===== config.mk =====
export PLATFORM = sky130hd
export DESIGN_NAME = logic_timer_flipflop
export DESIGN_NICKNAME = d
export VERILOG_FILES = /design/src/verilog/logic_timer_flipflop.v
export VERILOG_INCLUDE_DIRS = /design/src /design/src/verilog
export SDC_FILE = /design/constraint.sdc
export NUM_CORES = 2
export LEC_CHECK = 0
export BUFFER_PORTS_ARGS = -buffer_cell sky130_fd_sc_hd__buf_2
export CAP_MARGIN = 15
export CORE_MARGIN = 2
export CORE_UTILIZATION = 45
export CTS_CLUSTER_SIZE = 16
export DETAILED_ROUTE_END_ITERATION = 8
export SYNTH_ARGS = -nofsm -noshare
export SYNTH_HDL_FRONTEND = slang
export SYNTH_SLANG_ARGS = --single-unit

===== constraint.sdc =====
create_clock -name CLK_SYS -period 9 [get_ports CLK_SYS]
set_input_delay 1.8 -clock CLK_SYS [delete_from_list [all_inputs] [get_ports CLK_SYS]]
set_output_delay 1.8 -clock CLK_SYS [all_outputs]
set_load 0.005 [all_outputs]

===== src/verilog/ltf_map.vh =====
/*
 Register map, field positions, codes and timing constants of the logic,
 timer and flip-flop block. Definitions only; included by the design file.
*/
`ifndef LTF_MAP_VH
`define LTF_MAP_VH

// Timing
`define CLK_PERIOD_NS 5
`define TICK_PERIOD_NS 100000000
`define SAMPLE_PERIOD_NS 8000000
`define TIME_W 19
`define TICK_CNT_W 25
`define SAMPLE_CNT_W 21

// Word index regions (byte address bits 7:6)
`define REG_LOGIC 2'h0
`define REG_TSET0 2'h1
`define REG_TSET1 2'h2
`define REG_MISC 2'h3

// Sub-register index within a unit (byte address bits 3:2)
`define SUB_CFG 2'h0
`define SUB_ONE 2'h1
`define SUB_TWO 2'h2
`define SUB_THREE 2'h3

// Units of the misc region (byte address bits 5:4)
`define MISC_TVAL 2'h0
`define MISC_FFCFG 2'h1
`define MISC_CTRL 2'h2
`define CTRL_SET 2'h0
`define CTRL_STATUS 2'h1

// Logic unit configuration fields
`define F_LIN1 3:0
`define F_LIN2 7:4
`define F_LIN3 11:8
`define F_LIN4 15:12
`define F_LOP1 17:16
`define F_LOP2 19:18
`define F_LOP3 21:20
`define F_LORD 24
`define LCFG_W 25
`define LCFG_RST 25'h0150000

// Timer configuration fields
`define F_TTRIG 3:0
`define F_TMODE 5:4
`define TCFG_W 6
`define TCFG_RST 6'h00

// Flip-flop configuration fields
`define F_FSET 3:0
`define F_FRES 7:4
`define F_FMODE 9:8
`define FCFG_W 10
`define FCFG_RST 10'h000

// Codes
`define OP_END 2'h0
`define OP_AND 2'h1
`define OP_OR 2'h2
`define OP_XOR 2'h3
`define ORDER_CHAIN 1'b0
`define TMR_OFF 2'h0
`define TMR_DELAY 2'h1
`define TMR_ALT 2'h2
`define TMR_ONTIME 2'h3
`define FF_RESET 2'h0
`define FF_SET 2'h1
`define FF_EDGE 2'h2

`define TIME_RST 19'h00000
`endif

===== src/verilog/logic_timer_flipflop.v =====
/*
 Four logic expression units, four timers and four SR flip-flops driven by
 sixteen internal status signals, configured over a classic Wishbone slave.
 Assumes status inputs synchronous to CLK_SYS and a single-cycle bus master.
*/
`timescale 1ns/1ps
`include "ltf_map.vh"
`default_nettype none

module logic_timer_flipflop #(
    parameter TICK_CYCLES = `TICK_PERIOD_NS / `CLK_PERIOD_NS,
    parameter SAMPLE_CYCLES = `SAMPLE_PERIOD_NS / `CLK_PERIOD_NS
) (
    // Clock and reset
    input wire CLK_SYS,
    input wire ARST_N,
    // Wishbone slave
    input wire WB_CYC_I,
    input wire WB_STB_I,
    input wire WB_WE_I,
    input wire [7:0] WB_ADR_I,
    input wire [3:0] WB_SEL_I,
    input wire [31:0] WB_DAT_I,
    output reg [31:0] WB_DAT_O,
    output reg WB_ACK_O,
    // Status signals and function outputs
    input wire [15:0] SIG_IN,
    output wire [3:0] LOGIC_OUT,
    output wire [3:0] TIMER_OUT,
    output wire [3:0] FLIPFLOP_OUT
);

    localparam [31:0] TICK_LAST32 = TICK_CYCLES - 1;
    localparam [31:0] SAMPLE_LAST32 = SAMPLE_CYCLES - 1;
    localparam [`TICK_CNT_W-1:0] TICK_LAST = TICK_LAST32[`TICK_CNT_W-1:0];
    localparam [`SAMPLE_CNT_W-1:0] SAMPLE_LAST = SAMPLE_LAST32[`SAMPLE_CNT_W-1:0];

    function ev_op;
        input a;
        input b;
        input [1:0] op;
        begin
            case (op)
                `OP_AND: ev_op = a & b;
                `OP_OR: ev_op = a | b;
                `OP_XOR: ev_op = a ^ b;
                default: ev_op = a;
            endcase
        end
    endfunction

    function ev_expr;
        input [3:0] v;
        input [1:0] o1;
        input [1:0] o2;
        input [1:0] o3;
        input ord;
        reg p12;
        reg p34;
        begin
            p12 = (o1 == `OP_END) ? v[0] : ev_op(v[0], v[1], o1);
            if (ord == `ORDER_CHAIN) begin
                ev_expr = p12;
                if (o1 != `OP_END && o2 != `OP_END) begin
                    ev_expr = ev_op(p12, v[2], o2);
                    if (o3 != `OP_END)
                        ev_expr = ev_op(ev_op(p12, v[2], o2), v[3], o3);
                end
            end else begin
                p34 = (o3 == `OP_END) ? v[2] : ev_op(v[2], v[3], o3);
                ev_expr = (o1 == `OP_END || o2 == `OP_END) ? p12 : ev_op(p12, p34, o2);
            end
        end
    endfunction

    function [31:0] merge;
        input [31:0] old;
        input [31:0] upd;
        input [3:0] sel;
        integer k;
        begin
            merge = old;
            for (k = 0; k < 4; k = k + 1) begin
                if (sel[k])
                    merge[k*8 +: 8] = upd[k*8 +: 8];
            end
        end
    endfunction

    // Configuration storage
    reg [`LCFG_W-1:0] lg_cfg_q [0:3];
    reg [`TIME_W-1:0] lg_set_q [0:3];
    reg [`TIME_W-1:0] lg_res_q [0:3];
    reg [`TCFG_W-1:0] tm_cfg_q [0:7];
    reg [`TIME_W-1:0] tm_dly_q [0:7];
    reg [`TIME_W-1:0] tm_t1_q [0:7];
    reg [`TIME_W-1:0] tm_t2_q [0:7];
    reg [`FCFG_W-1:0] ff_cfg_q [0:3];
    reg act_set_q;

    wire [4*`TIME_W-1:0] lg_val;
    wire [4*`TIME_W-1:0] tm_val;

    // Tick prescalers
    reg [`TICK_CNT_W-1:0] tick_cnt_q;
    reg [`SAMPLE_CNT_W-1:0] samp_cnt_q;
    wire tick = (tick_cnt_q == TICK_LAST);
    wire samp = (samp_cnt_q == SAMPLE_LAST);

    always @(posedge CLK_SYS or negedge ARST_N) begin
        if (!ARST_N) begin
            tick_cnt_q <= {`TICK_CNT_W{1'b0}};
            samp_cnt_q <= {`SAMPLE_CNT_W{1'b0}};
        end else begin
            tick_cnt_q <= tick ? {`TICK_CNT_W{1'b0}} : tick_cnt_q + 1'b1;
            samp_cnt_q <= samp ? {`SAMPLE_CNT_W{1'b0}} : samp_cnt_q + 1'b1;
        end
    end

    // Bus decode
    wire [5:0] idx = WB_ADR_I[7:2];
    wire [1:0] region = idx[5:4];
    wire [1:0] unit = idx[3:2];
    wire [1:0] sub = idx[1:0];
    wire [2:0] tidx = {region[1], unit};
    wire req = WB_CYC_I & WB_STB_I;
    wire wr = req & WB_ACK_O & WB_WE_I;
    reg [31:0] rd_data;
    reg [31:0] old_word;

    always @* begin
        rd_data = 32'h00000000;
        case (region)
            `REG_LOGIC: begin
                case (sub)
                    `SUB_CFG: rd_data[`LCFG_W-1:0] = lg_cfg_q[unit];
                    `SUB_ONE: rd_data[`TIME_W-1:0] = lg_set_q[unit];
                    `SUB_TWO: rd_data[`TIME_W-1:0] = lg_res_q[unit];
                    default: rd_data[`TIME_W-1:0] = lg_val[unit*`TIME_W +: `TIME_W];
                endcase
            end
            `REG_TSET0, `REG_TSET1: begin
                case (sub)
                    `SUB_CFG: rd_data[`TCFG_W-1:0] = tm_cfg_q[tidx];
                    `SUB_ONE: rd_data[`TIME_W-1:0] = tm_dly_q[tidx];
                    `SUB_TWO: rd_data[`TIME_W-1:0] = tm_t1_q[tidx];
                    default: rd_data[`TIME_W-1:0] = tm_t2_q[tidx];
                endcase
            end
            default: begin
                case (unit)
                    `MISC_TVAL: rd_data[`TIME_W-1:0] = tm_val[sub*`TIME_W +: `TIME_W];
                    `MISC_FFCFG: rd_data[`FCFG_W-1:0] = ff_cfg_q[sub];
                    `MISC_CTRL: begin
                        if (sub == `CTRL_SET)
                            rd_data[0] = act_set_q;
                        else if (sub == `CTRL_STATUS)
                            rd_data[11:0] = {FLIPFLOP_OUT, TIMER_OUT, LOGIC_OUT};
                    end
                    default: rd_data = 32'h00000000;
                endcase
            end
        endcase
        old_word = rd_data;
    end

    wire [31:0] nw = merge(old_word, WB_DAT_I, WB_SEL_I);

    always @(posedge CLK_SYS or negedge ARST_N) begin
        if (!ARST_N) begin
            WB_ACK_O <= 1'b0;
            WB_DAT_O <= 32'h00000000;
        end else begin
            WB_ACK_O <= req & ~WB_ACK_O;
            if (req & ~WB_ACK_O)
                WB_DAT_O <= rd_data;
        end
    end

    integer n;
    always @(posedge CLK_SYS or negedge ARST_N) begin
        if (!ARST_N) begin
            for (n = 0; n < 4; n = n + 1) begin
                lg_cfg_q[n] <= `LCFG_RST;
                lg_set_q[n] <= `TIME_RST;
                lg_res_q[n] <= `TIME_RST;
                ff_cfg_q[n] <= `FCFG_RST;
            end
            for (n = 0; n < 8; n = n + 1) begin
                tm_cfg_q[n] <= `TCFG_RST;
                tm_dly_q[n] <= `TIME_RST;
                tm_t1_q[n] <= `TIME_RST;
                tm_t2_q[n] <= `TIME_RST;
            end
            act_set_q <= 1'b0;
        end else if (wr) begin
            case (region)
                `REG_LOGIC: begin
                    case (sub)
                        `SUB_CFG: lg_cfg_q[unit] <= nw[`LCFG_W-1:0];
                        `SUB_ONE: lg_set_q[unit] <= nw[`TIME_W-1:0];
                        `SUB_TWO: lg_res_q[unit] <= nw[`TIME_W-1:0];
                        default: ;
                    endcase
                end
                `REG_TSET0, `REG_TSET1: begin
                    case (sub)
                        `SUB_CFG: tm_cfg_q[tidx] <= nw[`TCFG_W-1:0];
                        `SUB_ONE: tm_dly_q[tidx] <= nw[`TIME_W-1:0];
                        `SUB_TWO: tm_t1_q[tidx] <= nw[`TIME_W-1:0];
                        default: tm_t2_q[tidx] <= nw[`TIME_W-1:0];
                    endcase
                end
                default: begin
                    if (unit == `MISC_FFCFG)
                        ff_cfg_q[sub] <= nw[`FCFG_W-1:0];
                    else if (unit == `MISC_CTRL && sub == `CTRL_SET)
                        act_set_q <= nw[0];
                end
            endcase
        end
    end

    genvar g;
    generate
        for (g = 0; g < 4; g = g + 1) begin : unit_g
            localparam [31:0] GI_INT = g;
            localparam [1:0] GI = GI_INT[1:0];
            // Logic expression unit
            wire [`LCFG_W-1:0] lc = lg_cfg_q[GI];
            wire [3:0] lv = {SIG_IN[lc[`F_LIN4]], SIG_IN[lc[`F_LIN3]],
                             SIG_IN[lc[`F_LIN2]], SIG_IN[lc[`F_LIN1]]};
            wire expr = ev_expr(lv, lc[`F_LOP1], lc[`F_LOP2], lc[`F_LOP3], lc[`F_LORD]);
            wire [`TIME_W-1:0] ldly = expr ? lg_set_q[GI] : lg_res_q[GI];
            reg lout_q;
            reg [`TIME_W-1:0] lcnt_q;
            always @(posedge CLK_SYS or negedge ARST_N) begin
                if (!ARST_N) begin
                    lout_q <= 1'b0;
                    lcnt_q <= `TIME_RST;
                end else if (expr != lout_q) begin
                    if (lcnt_q >= ldly) begin
                        lout_q <= expr;
                        lcnt_q <= `TIME_RST;
                    end else if (tick) begin
                        lcnt_q <= lcnt_q + 1'b1;
                    end
                end else begin
                    lcnt_q <= `TIME_RST;
                end
            end
            assign LOGIC_OUT[g] = lout_q;
            assign lg_val[g*`TIME_W +: `TIME_W] = lcnt_q;

            // Timer; settings follow the active set, count does not
            wire [2:0] ti = {act_set_q, GI};
            wire [1:0] mode = tm_cfg_q[ti][`F_TMODE];
            wire trig = SIG_IN[tm_cfg_q[ti][`F_TTRIG]];
            wire [`TIME_W-1:0] t1 = tm_t1_q[ti];
            wire [`TIME_W-1:0] t2 = tm_t2_q[ti];
            reg tout_q;
            reg tprev_q;
            reg [`TIME_W-1:0] tcnt_q;
            always @(posedge CLK_SYS or negedge ARST_N) begin
                if (!ARST_N) begin
                    tout_q <= 1'b0;
                    tprev_q <= 1'b0;
                    tcnt_q <= `TIME_RST;
                end else begin
                    tprev_q <= trig;
                    case (mode)
                        `TMR_DELAY: begin
                            if (!trig) begin
                                tout_q <= 1'b0;
                                tcnt_q <= `TIME_RST;
                            end else if (!tout_q) begin
                                if (tcnt_q >= tm_dly_q[ti])
                                    tout_q <= 1'b1;
                                else if (tick)
                                    tcnt_q <= tcnt_q + 1'b1;
                            end
                        end
                        `TMR_ALT: begin
                            if (!trig) begin
                                tout_q <= 1'b0;
                                tcnt_q <= `TIME_RST;
                            end else if (!tprev_q) begin
                                tout_q <= 1'b1;
                                tcnt_q <= `TIME_RST;
                            end else if (tcnt_q >= (tout_q ? t1 : t2)) begin
                                tout_q <= ~tout_q;
                                tcnt_q <= `TIME_RST;
                            end else if (tick) begin
                                tcnt_q <= tcnt_q + 1'b1;
                            end
                        end
                        `TMR_ONTIME: begin
                            if (trig && !tprev_q) begin
                                tout_q <= 1'b1;
                                tcnt_q <= `TIME_RST;
                            end else if (tout_q) begin
                                if (tcnt_q >= t1) begin
                                    if (!trig)
                                        tout_q <= 1'b0;
                                end else if (tick) begin
                                    tcnt_q <= tcnt_q + 1'b1;
                                end
                            end
                        end
                        default: begin
                            tout_q <= 1'b0;
                            tcnt_q <= `TIME_RST;
                        end
                    endcase
                end
            end
            assign TIMER_OUT[g] = tout_q;
            assign tm_val[g*`TIME_W +: `TIME_W] = tcnt_q;

            // Flip-flop, inputs sampled every 8 ms
            wire [`FCFG_W-1:0] fc = ff_cfg_q[GI];
            wire fs = SIG_IN[fc[`F_FSET]];
            wire fr = SIG_IN[fc[`F_FRES]];
            reg fs_q;
            reg fr_q;
            reg fout_q;
            wire s_rise = fs & ~fs_q;
            wire r_rise = fr & ~fr_q;
            always @(posedge CLK_SYS or negedge ARST_N) begin
                if (!ARST_N) begin
                    fs_q <= 1'b0;
                    fr_q <= 1'b0;
                    fout_q <= 1'b0;
                end else if (samp) begin
                    fs_q <= fs;
                    fr_q <= fr;
                    case (fc[`F_FMODE])
                        `FF_RESET: begin
                            if (r_rise)
                                fout_q <= 1'b0;
                            else if (s_rise && !fr)
                                fout_q <= 1'b1;
                        end
                        `FF_SET: begin
                            if (s_rise)
                                fout_q <= 1'b1;
                            else if (r_rise && !fs)
                                fout_q <= 1'b0;
                        end
                        `FF_EDGE: begin
                            if (s_rise && !r_rise)
                                fout_q <= 1'b1;
                            else if (r_rise && !s_rise)
                                fout_q <= 1'b0;
                        end
                        default: fout_q <= fout_q;
                    endcase
                end
            end
            assign FLIPFLOP_OUT[g] = fout_q;
        end
    endgenerate

endmodule

`default_nettype wire


==> summary.md <==
| Metric | Value |
|---|---|
| R2R Setup Slk | 1460 ps |
| Flops & latches, synth | ~1000 |
| Share of cells above drive strength 1 | 0.145 |
| Synth cell count leaders | nand2_1, dfrtp_1, o21ai_0, mux4_2, ha_1 |
| Highest metal used | met5 |
| Reg-to-Reg End | unit_g[2].lcnt_q[1]$_DFFE_PN0P_ |
| Initial antenna violation count | 10 |
| DP HPWL | around 160 mm |
| Post-Synthesis Cells | 6511 |
| Max-capacitance violation count | 0 |
| Via Count | ~52000 |
| Hold slack | 472 ps |
| Most frequent cell after synthesis | nand2_1 |
| Starting DRT DRC Count | between 5000 and 6000 |
| Port bufs | 93 |
| GRT overflow | 0 |
| Unrepaired setup endpoints after global routing | no |
| Final Setup Violations | 0 |
| Worst Setup SP | SIG_IN[14] |
| Clock Tree Buf Depth | 3 |
| CTS root buffer | clkbuf_16 |
| Post-synth EDFFs | 0 |
| Clk pwr share | 0.473 |
| YS warnings | 0 |
| Area Growth Syn to Fin | 9.52% |
| Fillers | ~13000 |
| Mean post-synth cell area | 9.97 sq um |
| Skew final | 51.6 ps |
| Antenna viol nets, final | 0 |
| Lkg Pwr | slightly below 0.03 uW |
| # H-tree levels | 3 |
| Cell Area, Synth | 0.0649 sq mm |
| CTS Hold Bufs | 0 |
| Post-Route WL | 222 mm |
| Synth top area cells | dfrtp_1, mux4_2, ha_1, o21ai_0, nand2_1 |
| Yosys top cell area share | 0.398 |
| Met2 wire len | ~99 mm |
| Status | completed |
| Postcts setup bufs | 0 |
| Post-synth top flop | dfrtp_1 |
| Fmax | ~0.12 GHz |
| Via density | ~6.2 |
| Critical path launch point type | primary input |
| DRC viols | 0 |
| Worst endpoint required time | 9670 ps |
| Yosys top cell by area | dfrtp_1 |
| M1 WL | 92.9 mm |
| Pint | between 8000 and 9000 uW |
| Crit Reg-Reg Startpoint | unit_g[2].lc[4]$_DFFE_PN0P_ |
| CP Class | primary input to flop |
| Post-synth cell types | between 80 and 90 |
| Vias in the first global route | around 50000 |
| Pin count of the biggest net entering global routing | 163 |
| Switching Power | 2730 uW |
| Slowest cell delay on critical path | approximately 590 ps |
| Post-synthesis sequential area ratio | 0.403 |
| Gate power share | 0.081 |
| Num CTS Buffers | between 100 and 150 |
| Final TNS setup | 0 ps |
| Worst Path Arrival | between 8000 and 9000 ps |
| Reg area | ~0.026 sq mm |
| GPL Wtd Cong | a little under 1 |
| Tmin final | approximately 8300 ps |
| Asr flop ratio synth | 1.00 |
| Max Slew Vio Count | 0 |
| Die Height | between 300 and 400 um |
| Hold path startpoint | samp_cnt_q[8]$_DFF_PN0_ |
| CTS sink count | 1045 |
| Tcrit/Tclk final | 0.919 |
| Nets@finish | approximately 6800 |
| Slew HR | 0.220 |
| Met3 wire len | about 20 mm |
| Initial Utilization | 0.453 |
| DRT Pass-1 Iters | 8 |
| I/O pin total | between 100 and 150 |
| Hold Crit Depth | 1 |
| Switching Share | 0.253 |
| Actual slew at the worst max-slew pin | between 1000 and 1500 ps |
| Crit-path slowest cell | a221oi_1 |
| Die ar. | 0.147 sq mm |
| Seq pwr share | 0.446 |
| Post-cts repair resize count | 0 |
| Routed len/inst | roughly 27 um |
| CORE AREA | about 0.14 sq mm |
| Setup crit end | unit_g[2].lcnt_q[1]$_DFFE_PN0P_ |
| Power per standard cell area | 151 mW/mm^2 |
| Cell Rows | around 140 |
| Hold Vio Cnt, Final | 0 |
| Peak supply drop | 0.167 mV |
| Die X | ~380 um |
| Clock Pin Slew Worst Setup and Hold Paths | 60 ps |
| Global Route Usage Sum | 0.301 |
| CTS tree | done |
| Critical-path maximum fanout | 19 |
| Setup crit end kind | flop |
| Skew-Pair Late Insertion Delay | just under 800 ps |
| First-pass GRT wire length | between 300 and 400 mm |
| Area of the multi-input gates | 0.0361 sq mm |
| R2r worst-path depth | 28 |
| Hold Path Class | flop to flop |
[cell usage in the layout (no fill, tap or decap), types with 88 or more instances in the layout]
cell / count
ha_1: 395
o21ai_0: 937
buf_2: 88
mux2i_1: 279
a21oi_1: 248
buf_4: 115
inv_1: 179
nand2_1: 1093
nor2_1: 304
a211oi_1: 94
clkbuf_16: 117
mux4_2: 406
nor2b_1: 113
dfrtp_1: 1028
nand3_1: 94
[worst max-delay path, delay by kind of cell]
family,cells,cell delay (ps)
adders and majority gates,4,950
and+or+nand+nor,3,580
muxes,5,1840
buffers and inverters,5,870
AOI/OAI and AO/OA,13,2870
[cell families after synthesis]
logic type | Yosys count | share of synthesized area
and+or+nand+nor | 1939 | 0.131
buffers and inverters | 704 | 0.0448
xor gates and xnor gates | 135 | 0.0183
AOI/OAI and AO/OA | 1573 | 0.136
DFF | 1045 | 0.403
muxes | 719 | 0.190
adders and majority gates | 395 | 0.0762
other | 1 | 0.0000578
[stage by stage]
step | std cells | power (uW) | area (sq um) | utilization | setup slack, ps
2_1_floorplan | 6517 | 5330 | 64900 | - | 609
3_3_place_gp | 8115 | 5730 | 67000 | 0.467 | 108
3_5_place_dp | 8115 | 5740 | 67000 | 0.467 | 95.5
4_1_cts | 8327 | 10800 | 71000 | 0.495 | 858
5_1_grt | 8330 | 11100 | 71100 | 0.496 | 330
6_report | 8336 | 10800 | 71100 | 0.496 | 732
[worst min-delay path by stage]
stage,to,slack [ps]
6_report,samp_cnt_q[8]$_DFF_PN0_,470
5_1_grt,WB_DAT_O[17]$_DFFE_PN0P_,510
4_1_cts,unit_g[0].fs_q$_DFFE_PN0N_,480
3_5_place_dp,unit_g[0].fs_q$_DFFE_PN0N_,460
3_3_place_gp,unit_g[2].fr_q$_DFFE_PN0N_,460
2_1_floorplan,unit_g[2].fr_q$_DFFE_PN0N_,440
[metal layers]
metal	track usage	up-vias
met3	0.0631	467
li1	-	23000
met5	0	-
met1	0.420	26000
met4	0.129	4
met2	0.453	2247
[sequential cells by signal, summed over array words and instances (netlist names), 21 cells and up]
signal	cells
unit_g.lc	100
tm_cfg_q	48
tm_t2_q	152
unit_g.lcnt_q	76
WB_DAT_O	25
unit_g.fc	40
tm_dly_q	152
unit_g.tcnt_q	76
tick_cnt_q	25
lg_set_q	76
tm_t1_q	152
samp_cnt_q	21
lg_res_q	76
[power by group through the flow]
stage                     Combinational [uW]  Clock (uW)  Sequential (uW)
final                                    867        5090             4800
after global routing                     931        5360             4800
after CTS                                861        5170             4800
after detailed placement                 859           0             4880
after global placement                   846           0             4880
after floorplan                          471           0             4860
[final cells by class]
cell class | count | area share
inverters | 181 | 0.00956
flip-flops and latches | 1045 | 0.368
clock buffers | 168 | 0.0468
clock inverters | 44 | 0.00986
repair buffers | 221 | 0.0232
diodes | 6 | 0.000211
multi-input cells | 4768 | 0.509
well taps | 1903 | 0.0335
Power figures use the tool's default switching activity.
